**config.mk**
```make
export PLATFORM = sky130hd
export DESIGN_NAME = pbr_bridge_arb
export DESIGN_NICKNAME = d
export VERILOG_FILES = /design/src/verilog/pbr_pkg.sv /design/src/verilog/pbr_sync3.sv /design/src/verilog/pbr_bridge_arb.sv
export SDC_FILE = /design/constraint.sdc
export NUM_CORES = 1
export LEC_CHECK = 0
export ABC_AREA = 1
export CAP_MARGIN = 0
export CELL_PAD_IN_SITES_DETAIL_PLACEMENT = 0
export CELL_PAD_IN_SITES_GLOBAL_PLACEMENT = 1
export CORE_MARGIN = 1
export CORE_UTILIZATION = 42
export CTS_CLUSTER_DIAMETER = 200
export DETAILED_ROUTE_END_ITERATION = 8
export DONT_BUFFER_PORTS = 1
export PLACE_DENSITY_LB_ADDON = 0.1
export SYNTH_ARGS = -nofsm -noshare
export SYNTH_HDL_FRONTEND = slang
export SYNTH_SLANG_ARGS = --single-unit
```
**constraint.sdc**
```tcl
create_clock -name sys_clk -period 1.3 [get_ports sys_clk]
set_input_delay 0 -clock sys_clk [delete_from_list [all_inputs] [get_ports sys_clk]]
set_output_delay 0 -clock sys_clk [all_outputs]
set_load 0.01 [all_outputs]
```
**src/verilog/pbr_pkg.sv**
```systemverilog
// Shared constants and types for the bridge arbitration, parking and system-error block
package pbr_pkg;
  localparam int AD_W   = 32;
  localparam int CBE_W  = 4;
  localparam logic [AD_W-1:0]  PARK_AD  = 32'h0000_0000;
  localparam logic [CBE_W-1:0] PARK_CBE = 4'h0;

  // Pin synchroniser lanes, all active low, idle high
  localparam int SYNC_W    = 7;
  localparam int SY_P_GNT  = 0;
  localparam int SY_P_FRM  = 1;
  localparam int SY_P_IRDY = 2;
  localparam int SY_S_GNT  = 3;
  localparam int SY_S_FRM  = 4;
  localparam int SY_S_IRDY = 5;
  localparam int SY_S_SERR = 6;
  localparam logic [SYNC_W-1:0] SYNC_RST = 7'h7f;

  // System-error causes
  localparam int SE_W       = 9;
  localparam int SE_APAR    = 0;
  localparam int SE_PWPAR   = 1;
  localparam int SE_SSERR   = 2;
  localparam int SE_PW_MABT = 3;
  localparam int SE_PW_TABT = 4;
  localparam int SE_PW_DISC = 5;
  localparam int SE_DW_DISC = 6;
  localparam int SE_DR_DISC = 7;
  localparam int SE_DT_TMO  = 8;

  typedef enum logic [1:0] {
    PR_IDLE = 2'b00,
    PR_REQ  = 2'b01,
    PR_BUSY = 2'b10
  } pbr_preq_e;
endpackage : pbr_pkg

```
**src/verilog/pbr_sync3.sv**
```systemverilog
// Three-stage pin synchroniser; output follows once stages two and three agree
`timescale 1ns/1ns
module pbr_sync3
  import pbr_pkg::*;
#(
  parameter int              W   = SYNC_W,
  parameter logic [W-1:0]    RST = SYNC_RST
) (
  input  wire logic         sys_clk,
  input  wire logic         rst,
  input  wire logic [W-1:0] din,
  output logic      [W-1:0] dout
);
  logic [W-1:0] s1_r, s2_r, s3_r, dout_r;
  logic [W-1:0] s1_nxt, s2_nxt, s3_nxt, dout_nxt;

  always_comb begin
    s1_nxt   = din;
    s2_nxt   = s1_r;
    s3_nxt   = s2_r;
    dout_nxt = dout_r;
    for (int i = 0; i < W; i++) begin
      if (s2_r[i] == s3_r[i]) begin
        dout_nxt[i] = s3_r[i];
      end
    end
  end

  always_ff @(posedge sys_clk) begin
    if (rst) begin
      s1_r   <= RST;
      s2_r   <= RST;
      s3_r   <= RST;
      dout_r <= RST;
    end else begin
      s1_r   <= s1_nxt;
      s2_r   <= s2_nxt;
      s3_r   <= s3_nxt;
      dout_r <= dout_nxt;
    end
  end

  assign dout = dout_r;
endmodule : pbr_sync3

```
**src/verilog/pbr_bridge_arb.sv**
```systemverilog
// Primary request/grant, bus parking, system-error drive and secondary AD ownership
`timescale 1ns/1ns
// Notes on behaviour
// - System-error line is shared open drain; we only pull low or release.
// - Pull system error on address parity or posted-write data parity errors.
// - Pull primary system error when secondary system error is asserted.
// - Pull system error when a forwarded posted write master- or target-aborts.
// - Pull system error when a posted write or delayed request is discarded.
// - Pull system error when a delayed transaction hits its master timeout.
// - Assert primary request while a primary transaction is pending and not yet started.
// - Start a primary transaction only with grant asserted and bus idle.
// - Granted without request: park primary AD, command/enables and parity.
// - Initiator drives the address on secondary AD in the address phase.
// - Initiator drives write data, target drives read data in data phases.
// - Secondary idle with our grant: park secondary AD at valid levels.
// - Parked secondary parity is even over AD and CBE, one cycle later.
module pbr_bridge_arb
  import pbr_pkg::*;
(
  input  wire logic              sys_clk,
  input  wire logic              rst,
  // Primary bus pins
  input  wire logic              p_gnt_l,
  input  wire logic              p_frame_l,
  input  wire logic              p_irdy_l,
  output logic                   p_req_l_o,
  output logic                   p_req_l_oe,
  output logic                   p_serr_l_o,
  output logic                   p_serr_l_oe,
  output logic [AD_W-1:0]        p_ad_o,
  output logic                   p_ad_oe,
  output logic [CBE_W-1:0]       p_cbe_l_o,
  output logic                   p_cbe_l_oe,
  output logic                   p_par_o,
  output logic                   p_par_oe,
  // Secondary bus pins
  input  wire logic              s_gnt_l,
  input  wire logic              s_frame_l,
  input  wire logic              s_irdy_l,
  input  wire logic              s_serr_l,
  output logic [AD_W-1:0]        s_ad_o,
  output logic                   s_ad_oe,
  output logic [CBE_W-1:0]       s_cbe_l_o,
  output logic                   s_cbe_l_oe,
  output logic                   s_par_o,
  output logic                   s_par_oe,
  // Bridge core, primary master side
  input  wire logic              p_xfer_pending,
  input  wire logic              p_xfer_done,
  output logic                   p_xfer_start,
  // Bridge core, error events and cause enables
  input  wire logic              ev_addr_par,
  input  wire logic              ev_pw_data_par,
  input  wire logic              ev_pw_mabort,
  input  wire logic              ev_pw_tabort,
  input  wire logic              ev_pw_discard,
  input  wire logic              ev_dw_discard,
  input  wire logic              ev_dr_discard,
  input  wire logic              ev_dt_timeout,
  input  wire logic [SE_W-1:0]   serr_cause_en,
  // Bridge core, secondary phase ownership
  input  wire logic              s_mst_addr_ph,
  input  wire logic              s_mst_wr_ph,
  input  wire logic              s_mst_rd_ph,
  input  wire logic              s_tgt_rd_ph,
  input  wire logic [AD_W-1:0]   s_mst_addr,
  input  wire logic [AD_W-1:0]   s_mst_wdata,
  input  wire logic [CBE_W-1:0]  s_mst_cbe_l,
  input  wire logic [AD_W-1:0]   s_tgt_rdata
);
  logic [SYNC_W-1:0] pin_q;
  logic p_gnt_q, p_idle_q, s_gnt_q, s_idle_q, s_serr_q;
  pbr_sync3 #(.W(SYNC_W), .RST(SYNC_RST)) u_sync (
    .sys_clk (sys_clk),
    .rst     (rst),
    .din     ({s_serr_l, s_irdy_l, s_frame_l, s_gnt_l, p_irdy_l, p_frame_l, p_gnt_l}),
    .dout    (pin_q)
  );
  assign p_gnt_q  = !pin_q[SY_P_GNT];
  assign p_idle_q = pin_q[SY_P_FRM] && pin_q[SY_P_IRDY];
  assign s_gnt_q  = !pin_q[SY_S_GNT];
  assign s_idle_q = pin_q[SY_S_FRM] && pin_q[SY_S_IRDY];
  assign s_serr_q = !pin_q[SY_S_SERR];
  // Primary request state
  pbr_preq_e st_r, st_nxt;
  logic      req_r, req_nxt, start_r, start_nxt, req_oe_r;
  logic      p_park_cond;
  always_comb begin
    st_nxt    = st_r;
    start_nxt = 1'b0;
    case (st_r)
      PR_IDLE: begin
        if (p_xfer_pending) begin
          st_nxt = PR_REQ;
        end
      end
      PR_REQ: begin
        if (p_gnt_q && p_idle_q) begin
          st_nxt    = PR_BUSY;
          start_nxt = 1'b1;
        end
      end
      PR_BUSY: begin
        if (p_xfer_done) begin
          st_nxt = PR_IDLE;
        end
      end
      default: st_nxt = PR_IDLE;
    endcase
    req_nxt = (st_nxt == PR_REQ);
  end

  // Parking only when no request is out and none is about to be raised
  assign p_park_cond = p_gnt_q && (st_r == PR_IDLE) && !p_xfer_pending;
  logic            p_park_r, p_park_nxt, p_par_oe_r;
  logic            p_par_r, p_par_nxt;
  always_comb begin
    p_park_nxt = p_park_cond;
    p_par_nxt  = ^{PARK_AD, PARK_CBE};
  end
  // System-error causes, one gate per cause
  logic [SE_W-1:0] se_cause, se_hit;
  logic            serr_r, serr_nxt;
  assign se_cause[SE_APAR]    = ev_addr_par;
  assign se_cause[SE_PWPAR]   = ev_pw_data_par;
  assign se_cause[SE_SSERR]   = s_serr_q;
  assign se_cause[SE_PW_MABT] = ev_pw_mabort;
  assign se_cause[SE_PW_TABT] = ev_pw_tabort;
  assign se_cause[SE_PW_DISC] = ev_pw_discard;
  assign se_cause[SE_DW_DISC] = ev_dw_discard;
  assign se_cause[SE_DR_DISC] = ev_dr_discard;
  assign se_cause[SE_DT_TMO]  = ev_dt_timeout;
  for (genvar g = 0; g < SE_W; g++) begin : g_se
    assign se_hit[g] = se_cause[g] && serr_cause_en[g];
  end

  // Held low as long as any enabled cause stands; the pull-up restores high
  always_comb begin
    serr_nxt = |se_hit;
  end
  // Secondary AD ownership; if the core overlaps phases, address wins, then master write, master read, target read, parking
  logic [AD_W-1:0]  s_ad_r, s_ad_nxt;
  logic [CBE_W-1:0] s_cbe_r, s_cbe_nxt;
  logic             s_ad_oe_r, s_ad_oe_nxt, s_cbe_oe_r, s_cbe_oe_nxt;
  logic             s_par_r, s_par_nxt, s_par_oe_r, s_par_oe_nxt;
  logic             s_park_cond;

  assign s_park_cond = s_gnt_q && s_idle_q;
  always_comb begin
    s_ad_nxt     = PARK_AD;
    s_cbe_nxt    = PARK_CBE;
    s_ad_oe_nxt  = 1'b0;
    s_cbe_oe_nxt = 1'b0;
    if (s_mst_addr_ph) begin
      s_ad_nxt     = s_mst_addr;
      s_cbe_nxt    = s_mst_cbe_l;
      s_ad_oe_nxt  = 1'b1;
      s_cbe_oe_nxt = 1'b1;
    end else if (s_mst_wr_ph) begin
      s_ad_nxt     = s_mst_wdata;
      s_cbe_nxt    = s_mst_cbe_l;
      s_ad_oe_nxt  = 1'b1;
      s_cbe_oe_nxt = 1'b1;
    end else if (s_mst_rd_ph) begin
      s_cbe_nxt    = s_mst_cbe_l;
      s_cbe_oe_nxt = 1'b1;
    end else if (s_tgt_rd_ph) begin
      s_ad_nxt     = s_tgt_rdata;
      s_ad_oe_nxt  = 1'b1;
    end else if (s_park_cond) begin
      s_ad_oe_nxt  = 1'b1;
      s_cbe_oe_nxt = 1'b1;
    end
    // Parity trails whatever AD carried one cycle earlier
    s_par_nxt    = ^{s_ad_r, s_cbe_r};
    s_par_oe_nxt = s_ad_oe_r;
  end

  always_ff @(posedge sys_clk) begin
    if (rst) begin
      st_r       <= PR_IDLE;
      req_r      <= 1'b0;
      req_oe_r   <= 1'b0;
      start_r    <= 1'b0;
      p_park_r   <= 1'b0;
      p_par_r    <= 1'b0;
      p_par_oe_r <= 1'b0;
      serr_r     <= 1'b0;
      s_ad_r     <= PARK_AD;
      s_cbe_r    <= PARK_CBE;
      s_ad_oe_r  <= 1'b0;
      s_cbe_oe_r <= 1'b0;
      s_par_r    <= 1'b0;
      s_par_oe_r <= 1'b0;
    end else begin
      st_r       <= st_nxt;
      req_r      <= req_nxt;
      req_oe_r   <= 1'b1;
      start_r    <= start_nxt;
      p_park_r   <= p_park_nxt;
      p_par_r    <= p_par_nxt;
      p_par_oe_r <= p_park_r;
      serr_r     <= serr_nxt;
      s_ad_r     <= s_ad_nxt;
      s_cbe_r    <= s_cbe_nxt;
      s_ad_oe_r  <= s_ad_oe_nxt;
      s_cbe_oe_r <= s_cbe_oe_nxt;
      s_par_r    <= s_par_nxt;
      s_par_oe_r <= s_par_oe_nxt;
    end
  end

  assign p_req_l_o    = !req_r;
  assign p_req_l_oe   = req_oe_r;
  assign p_xfer_start = start_r;
  // Data lane of the open-drain pin is tied constant low; only the enable moves
  assign p_serr_l_o   = 1'b0;
  assign p_serr_l_oe  = serr_r;
  assign p_ad_o       = PARK_AD;
  assign p_ad_oe      = p_park_r;
  assign p_cbe_l_o    = PARK_CBE;
  assign p_cbe_l_oe   = p_park_r;
  assign p_par_o      = p_par_r;
  assign p_par_oe     = p_par_oe_r;
  assign s_ad_o       = s_ad_r;
  assign s_ad_oe      = s_ad_oe_r;
  assign s_cbe_l_o    = s_cbe_r;
  assign s_cbe_l_oe   = s_cbe_oe_r;
  assign s_par_o      = s_par_r;
  assign s_par_oe     = s_par_oe_r;
endmodule : pbr_bridge_arb

```
== Word level (Yosys, flattened, before mapping) ==
Cells that the tools add are included.
W data, S select, Z words.
Word-level totals
  memory bits (writable): 0
  bits in read-only memories: 0
  latch bits: 0
  logic and storage cells: 80
  flip-flop bits (word level): 76
  memories: 0
  output and inout bits: 85
Operators by class
  equality and inequality tests: 10
  multipliers: 0
  muxes and demuxes: 22
  divide/modulo/power cells: 0
  shift operators: 0
  bitwise gates (word level): 1
  reductions and logical operators: 24
  $add $sub $neg: 0
  $lt $le $gt $ge: 0
Operators with widths (number)
  $mux W32: 4
  $reduce_xor A36 Y1: 1
  $logic_and A1 B1 Y1: 15
  $mux W4: 3
  $mux W1: 11
  $reduce_or A9 Y1: 1
  $eq A1 B1 Y1: 7
  $mux W2: 3
  $pmux W2 S3: 1
  $logic_not A1 Y1: 5
  $eq A2 B1 Y1 const B: 2
  $eq A2 B2 Y1 const B: 1
  $logic_not A2 Y1: 1
  $reduce_or A2 Y1: 1
  $not A1 Y1: 1

== Logic depth before layout (Yosys ltp) ==
Gate-level depths: netlist (run 1).
  depth after elaboration: 7
  depth in mapped cells: 14

== Cells and area by module ==
From an unflattened synthesis (run 1), not the netlist that was laid out.
Second synthesis, totals
  cells, all modules: 619
  area total of the unflattened synthesis: 3986.3 sq um
By module, submodules not included
  pbr_bridge_arb: cells an instance 511, times used 1, area each 3067.9 sq um
  pbr_sync3: cells an instance 108, times used 1, area each 918.4 sq um

== Worst setup path before layout (run 1) ==
OpenSTA, ideal clock, no wires.
  path kind: reg2reg
  from: register s_ad_r[24] (netlist: s_ad_o[24])
  to: register s_par_r (netlist: s_par_o)
  stages on the path, launching flop included: 14
  setup slack: 16 ps
  buffers on the path: 0
  arrival: 1169 ps
  period minus slack after synthesis: 1284 ps
  cells stage by stage: dfxtp_1 inv_1 nand2_1 nand2_1 nand2_2 nand2_2 inv_2 nand2_1 nand2_1 nand2_1 nand2_1 nand2_2 a21oi_1 nor2_1
On the way
  word-level cells in the longest chain between the ends: 1
RTL lines
  from (decl): line pbr_bridge_arb.sv:142  | logic [AD_W-1:0] s_ad_r, s_ad_nxt;
  from (signal assigned): line pbr_bridge_arb.sv:204  | s_ad_r <= s_ad_nxt;
  $reduce_xor A36 Y1: line pbr_bridge_arb.sv:175  | s_par_nxt = ^{s_ad_r, s_cbe_r};
  to (signal assigned): line pbr_bridge_arb.sv:208  | s_par_r <= s_par_nxt;
  to (decl): line pbr_bridge_arb.sv:145  | logic s_par_r, s_par_nxt, s_par_oe_r, s_par_oe_nxt;
No other way between the ends.
A chain may end at the register's enable or synchronous reset.

== Final worst setup path (run 1) ==
  from: register s_ad_r[14] (netlist: s_ad_o[14])
  to: register s_par_r (netlist: s_par_o)
The elaborated chain is that of the path after synthesis.

==> results.md, run 1 <==
* Status: finished with violations
* Failing checks: DRC, setup timing
* IO Port Bufs at 0
* Finished Layout Cells at 888
* Power per cell area at 996 nW/um^2
* Die Y at 98.1 um
* Initial Utilization at 43.8%
* Final HPWL DP at 7.29 mm
* N_diodes at 0
* Worst slew pin tran at 0.712 ns
* Main combinational cell family by area after synthesis: simple AND/OR/NAND/NOR gates
* GR Util All Layers at 26.6%
* DP Cell Count at 720
* FF+latch count, synth at 76
* Mapped cell area at 3880 sq um
* Detailed-route via count at between 4000 and 5000
* RSZ-0062 raised after global routing: true
* Final hold vios at 0
* Simple-Gate Fraction of Synth Area at 29.1%
* Core box area at 8850 sq um
* Post-Place Cell Area at approximately 4200 sq um
* Final Power at 5.98 mW
* Crit path largest cell delay at 0.37 ns
* Synthesized instance count at 582
* CTS max path bufs at 2
* Layout Utilization at 67.9%
* Syn-to-layout area delta at 55.0%
* Skew-Pair Late Insertion Delay at ~0.35 ns
* Relative slew slack at 52.6%
* Crit path cell chain: nand2_1 > inv_2 > nor2_2 > nand2_1 > nand2_1 > nand2_1 > nand2_1 > nand2_1 > nand2_1 > nand2_2 > a21oi_2 > nor2_1
* NumNets Final at 907
* Post-Synth XOR/XNOR Area at 0.904%
* DRT antenna net count at 0
* Slowest cell on crit path: dfxtp_4
* Hold_ws at 0.0417 ns
* Vias per cell at 4.92
* CTS tree: done
* Largest net degree at the start of global routing at 35
* Initial drt markers at 134
* Die footprint at between 9000 and 10000 sq um
* CTS Buf Count at 9
* GRT overflow at 0
* First-pass GRT wire length at 20.0 mm
* Die W at just under 100 um
* Setup CP Type: flop to flop
* Fin Setup TNS at -0.0156 ns
* Crit start category: flop
* Worst vdd ir at 1.10 mV
* Post-layout min period at 1.32 ns
* Period utilisation layout at 101%
* Io pins at roughly 220
* Vias in the first global route at between 4000 and 5000
* Initial antenna violation count at 0
* Clk slew on worst S/H paths at approximately 0.090 ns
* DP Worst Slack at -0.0984 ns
* Register area share after synthesis at approximately two fifths
* Top delay family on crit path: simple AND/OR/NAND/NOR gates
* CP bufs+invs at 1
* Final setup skew at 0.0146 ns
* Synth Area in Compound Gates at 15.9%
* Max_cap viols at 0
* Adder-Cell Fraction of Synth Area at 0%
* Synth Warn # at 0
* Post-synthesis average cell area at roughly 6.7 sq um
* Share of layout cells above drive strength 1 at 21.9%
* Unique cell type count in the Yosys netlist at 26
* WL final at 12.8 mm
* H-Tree Depth at 3
* Placer congestion estimate at ~0.77
* Residual DRC count at 9
* Post-route cell area at 6010 sq um
* Worst hold path class: primary input to flop
* Leak pwr at around 2.8 nW
* CP Data Required Time at 1.54 ns
* Multi-input logic area at between 1500 and 2000 sq um
* Max-slew violation count at 0
* Register area at 1570 sq um
* FMAX at 760 MHz
* Worst Path Max Fanout at 4
* Top cell by count, worst path: nand2_1
* Site Rows at 34
* Root Driver: clkbuf_8
* Drt pass-1 iters at 6
* Final WS setup at -0.0156 ns
* Critical path arrival at about 1.6 ns
* Fill count at 742
* # clock sinks at 76
* Final setup viols at 1
* CP Capture Type: flop
* Drt wl/cell at between 10 and 15 um
* Mux cell area share after synthesis at 0%
sequential cells by signal, indices dropped and copies added, names as in the netlist:
| register | count |
|---|---|
| s_par_o | 1 |
| u_sync.dout | 7 |
| s_cbe_l_o | 4 |
| p_req_l_oe | 1 |
| s_ad_o | 32 |
| p_serr_l_oe | 1 |
| req_r | 1 |
| s_ad_oe | 1 |
| u_sync.s1_r | 7 |
| u_sync.s2_r | 7 |
| s_cbe_l_oe | 1 |
| p_xfer_start | 1 |
| p_ad_oe | 1 |
| s_par_oe | 1 |
| st_r | 2 |
| u_sync.s3_r | 7 |
| p_par_oe | 1 |
cell usage after synthesis (all sizes together):
cell    number  area share, %
a21oi       75            9.7
dfxtp       76             39
xnor2        4           0.90
a221oi       2           0.45
nand4        1           0.16
a31oi        2           0.32
nor3         1           0.13
inv         49            4.7
nand3b       1           0.19
nand3        5           0.77
or2         21            3.4
o22ai        1           0.16
buf         43            8.1
o21ai       39            5.0
conb         1          0.097
nand2      224             22
nor2        17            1.8
a22o         1           0.23
nor4         1           0.16
clkbuf      18            2.0
cell families (layout without fill, tap and decap cells):
logic type | after synthesis | after routing
and+or+nand+nor | 271 | 271
AOI/OAI and AO/OA | 120 | 120
buffers and inverters | 110 | 271
DFF | 76 | 76
xor gates and xnor gates | 4 | 4
other | 1 | 38
layout make-up:
class,count,area share [%]
clock inverters,7,1.48
multi-input cells,433,32.6
repair buffers,206,32.5
well taps,108,2.25
inverters,49,3.06
flip-flops and latches,76,26.1
clock buffers,9,2.06
timing repair:
item / 4_1_cts / 5_1_grt
setup buffers: 4 / 0
hold buffers: 148 / 0
setup endpoints to repair: 1 / 39
endpoints found under the hold margin: 75 / 0
gates cloned: 0 / 0
resized for setup: 46 / 4
pin swaps: 6 / 0
cells in the final DEF (no fill, tap or decap), types with 2 or more instances in the layout:
cell type and count:
nand3_1 4, a21oi_1 74, conb_1 38, nor2_1 14, buf_12 3, dlygate4sd3_1 145, a221oi_1 2, xnor2_1 3
nand2_2 22, dfxtp_4 2, buf_4 57, dfxtp_2 30, or2_2 21, dfxtp_1 44, nand2_1 202, a31oi_1 2
inv_8 3, inv_1 35, o21ai_0 39, clkbuf_8 9, inv_2 14, nor2_2 3, inv_6 2
routing by layer:
metal | GRT usage [%] | part of all wire (%) | vias up
met2 | 48.8 | 52 | 203
li1 | - | - | 2138
met5 | 0 | 0 | -
met4 | 13.1 | 3.5 | 0
met3 | 7.23 | 5.6 | 44
met1 | 27.9 | 39 | 1984
power by group:
group | leakage, nW | total, mW | switching (mW) | internal (mW)
logic | 2.05 | 1.44 | 0.719 | 0.718
registers | 0.639 | 2.58 | 0.114 | 2.47
clock network | 0.106 | 1.96 | 1.02 | 0.941
total | 2.79 | 5.98 | 1.85 | 4.13
path summary, 6_finish.rpt:
check	end	depth (start not counted)	slack, ns	startpoint
min	s_ad_o[8]	4	0.04	s_mst_wr_ph
max	s_par_o	12	-0.02	s_ad_o[14]
min reg2reg	u_sync.s2_r[3]	1	0.42	u_sync.s1_r[3]
max reg2reg	s_par_o	12	-0.02	s_ad_o[14]
worst min-delay path, delay by kind of cell:
family | cells | cell delay, ns
AOI/OAI and AO/OA | 1 | 0.06
buffers and inverters | 1 | 0.18
and+or+nand+nor | 2 | 0.11
No activity file was read; power rests on OpenSTA's default activity.
==> inputs of run 2 (changes only) <==
--- a/config.mk
+++ b/config.mk
@@ -15,6 +15,7 @@
 export DETAILED_ROUTE_END_ITERATION = 8
 export DONT_BUFFER_PORTS = 1
 export PLACE_DENSITY_LB_ADDON = 0.1
+export SETUP_SLACK_MARGIN = 0.3
 export SYNTH_ARGS = -nofsm -noshare
 export SYNTH_HDL_FRONTEND = slang
 export SYNTH_SLANG_ARGS = --single-unit
==> results.md, run 2 (same netlist as run 1, synthesis figures left out) <==
* Max_cap viols at 0 (unchanged)
* Post-layout min period at 1.32 ns (+0.000816 ns)
* CP bufs+invs at 1 (unchanged)
* Io pins at 217 (unchanged)
* Critical path arrival at 1.56 ns (about the same)
* Placer congestion estimate at 0.863 (+12%)
* Reg2reg setup slack at -0.02 ns (about the same)
* Top delay family on crit path: simple AND/OR/NAND/NOR gates
* GRT overflow at 0 (unchanged)
* Commonest non-fill, non-tap cells in the layout: nand2_1 (181), dlygate4sd3_1 (115), a21oi_1 (66)
* NumNets Final at 872 (-3.9%)
* WL final at 12.4 mm (-3.5%)
* Initial drt markers at 153 (+14%)
* Max-slew violation count at 0 (unchanged)
* First-pass GRT wire length at 17.6 mm (-12%)
* Drt pass-1 iters at 7 (+1)
* Final Power at 6.06 mW (+1.3%)
* Final setup viols at 1 (unchanged)
* Share of layout cells above drive strength 1 at 26.7% (+4.8 points)
* Crit start category: flop
* H-Tree Depth at 3 (unchanged)
* Initial Utilization at 43.8% (unchanged)
* FMAX at 760 MHz (about the same)
* Final hold vios at 20 (+20)
* Largest net degree at the start of global routing at 38 (+8.6%)
* Setup CP Type: flop to flop
* Max FFs per register at 32 (unchanged)
* Vias in the first global route at 3859 (-12%)
* Drt wl/cell at 14.5 um (+0.30%)
* Worst vdd ir at 0.917 mV (-16%)
* Site Rows at 34 (unchanged)
* Hold_ws at -0.152 ns (-0.194 ns)
* # clock sinks at 76 (unchanged)
* Worst Path Max Fanout at 4 (unchanged)
* Die Y at 98.1 um (unchanged)
* Detailed-route via count at 4242 (-2.9%)
* Clk slew on worst S/H paths at 0.09 ns (about the same)
* GR Util All Layers at 23.5% (-3.1 points)
* Crit path cell chain: nand2_1 > inv_2 > nor2_4 > nand2_1 > nand2_2 > nand2_1 > nand2_2 > nand2_1 > nand2_1 > nand2_2 > a21oi_2 > nor2_1
* Die footprint at 9620 sq um (unchanged)
* Root Driver: clkbuf_8
* Worst hold path class: primary input to flop
* Final WS setup at -0.0164 ns (-0.000816 ns)
* Fill count at 744 (+0.27%)
* Crit path largest cell delay at 0.36 ns (about the same)
* Status: finished with violations
* Slowest cell on crit path: dfxtp_2
* Syn-to-layout area delta at 50.6%
* CTS max path bufs at 2 (unchanged)
* Die W at 98.1 um (unchanged)
* Vias per cell at 4.97 (+0.96%)
* Leak pwr at 2.70 nW (-3.4%)
* Top cell by count, worst path: nand2_1
* CTS tree: done
* Failing checks: DRC, hold timing, setup timing
* CP Capture Type: flop
* Initial antenna violation count at 0 (unchanged)
* CP Data Required Time at 1.55 ns (about the same)
* Relative slew slack at 36.8% (-16 points)
* DRT antenna net count at 0 (unchanged)
* Final HPWL DP at 7.40 mm (+1.5%)
* Residual DRC count at 24 (+15)
* Worst slew pin tran at 0.948 ns (+0.236 ns)
* Power per cell area at 1040 nW/um^2 (+4.3%)
* Final setup skew at 0.00927 ns (-0.00532 ns)
* IO Port Bufs at 0 (unchanged)
* Core box area at 8850 sq um (unchanged)
* Most common cell after layout, fill and taps aside: nand2_1
* Period utilisation layout at 101% (about the same)
* Layout Utilization at 66.0% (-1.9 points)
* RSZ-0062 raised after global routing: true
* Skew-Pair Late Insertion Delay at 0.34 ns (about the same)
* CTS Buf Count at 9 (unchanged)
[run 2: tightest hold or removal path, delay by kind of cell]
| kind | cells | cell delay [ns] |
|---|---|---|
| AND/OR/NAND/NOR | 1 | 0.06 |
| AO/OA/AOI/OAI | 1 | 0.06 |
| buffers and inverters | 1 | 0.03 |
[run 2: power by group]
part | switching [mW] | total, mW | internal [mW] | leakage, nW
sequential | 0.116 | 2.58 | 2.46 | 0.640
combinational | 0.725 | 1.41 | 0.688 | 1.94
clock | 0.953 | 2.07 | 1.11 | 0.113
total | 1.79 | 6.06 | 4.27 | 2.70
[run 2: worst paths after layout]
check,cells after the start,end,startpoint
setup / recovery,12,s_par_o,s_ad_o[14]
hold / removal,3,s_ad_oe,s_mst_rd_ph
setup reg to reg,12,s_par_o,s_ad_o[14]
hold reg to reg,1,u_sync.s2_r[2],u_sync.s1_r[2]
[run 2: layout make-up]
class	instances	area, sq um	area share [%]
tap	108	135	2.32
inverter	49	188	3.22
clock inverter	7	105	1.80
clock buffer	9	124	2.12
timing repair buffer	171	1650	28.2
multi-input combinational	433	2050	35.2
sequential	76	1580	27.1
antenna	1	2.50	0.0429
[run 2: timing repair]
action / 4_1_cts / 5_1_grt
buffers inserted: 4 / 3
endpoints found under the hold margin: 74 / 58
pin swaps: 15 / 11
hold buffers: 93 / 33
setup endpoints to repair: 1 / 36
resized for setup: 14 / 52
[run 2: through the flow]
stage	instances	hold WS (ns)	setup TNS [ns]	area (sq um)	setup WS, ns
final	854	-0.152	-0.0164	5840	-0.0164
after global routing	853	-0.140	-0.153	5830	-0.153
after CTS	822	-0.301	-0.0239	5360	-0.0239
after detailed placement	709	0.0756	-0.0457	4140	-0.0457
after global placement	709	0.0720	0	4140	0.000121
after floorplan	619	0.0771	0	4070	0.0832
[run 2: per-layer routing]
metal | share of wire [%] | up-vias | track usage [%]
met1 | 39 | 1950 | 25.8
met5 | 0 | - | 0
met2 | 52 | 188 | 41.2
met4 | 3.0 | 0 | 13.3
li1 | - | 2070 | -
met3 | 6.3 | 34 | 6.01
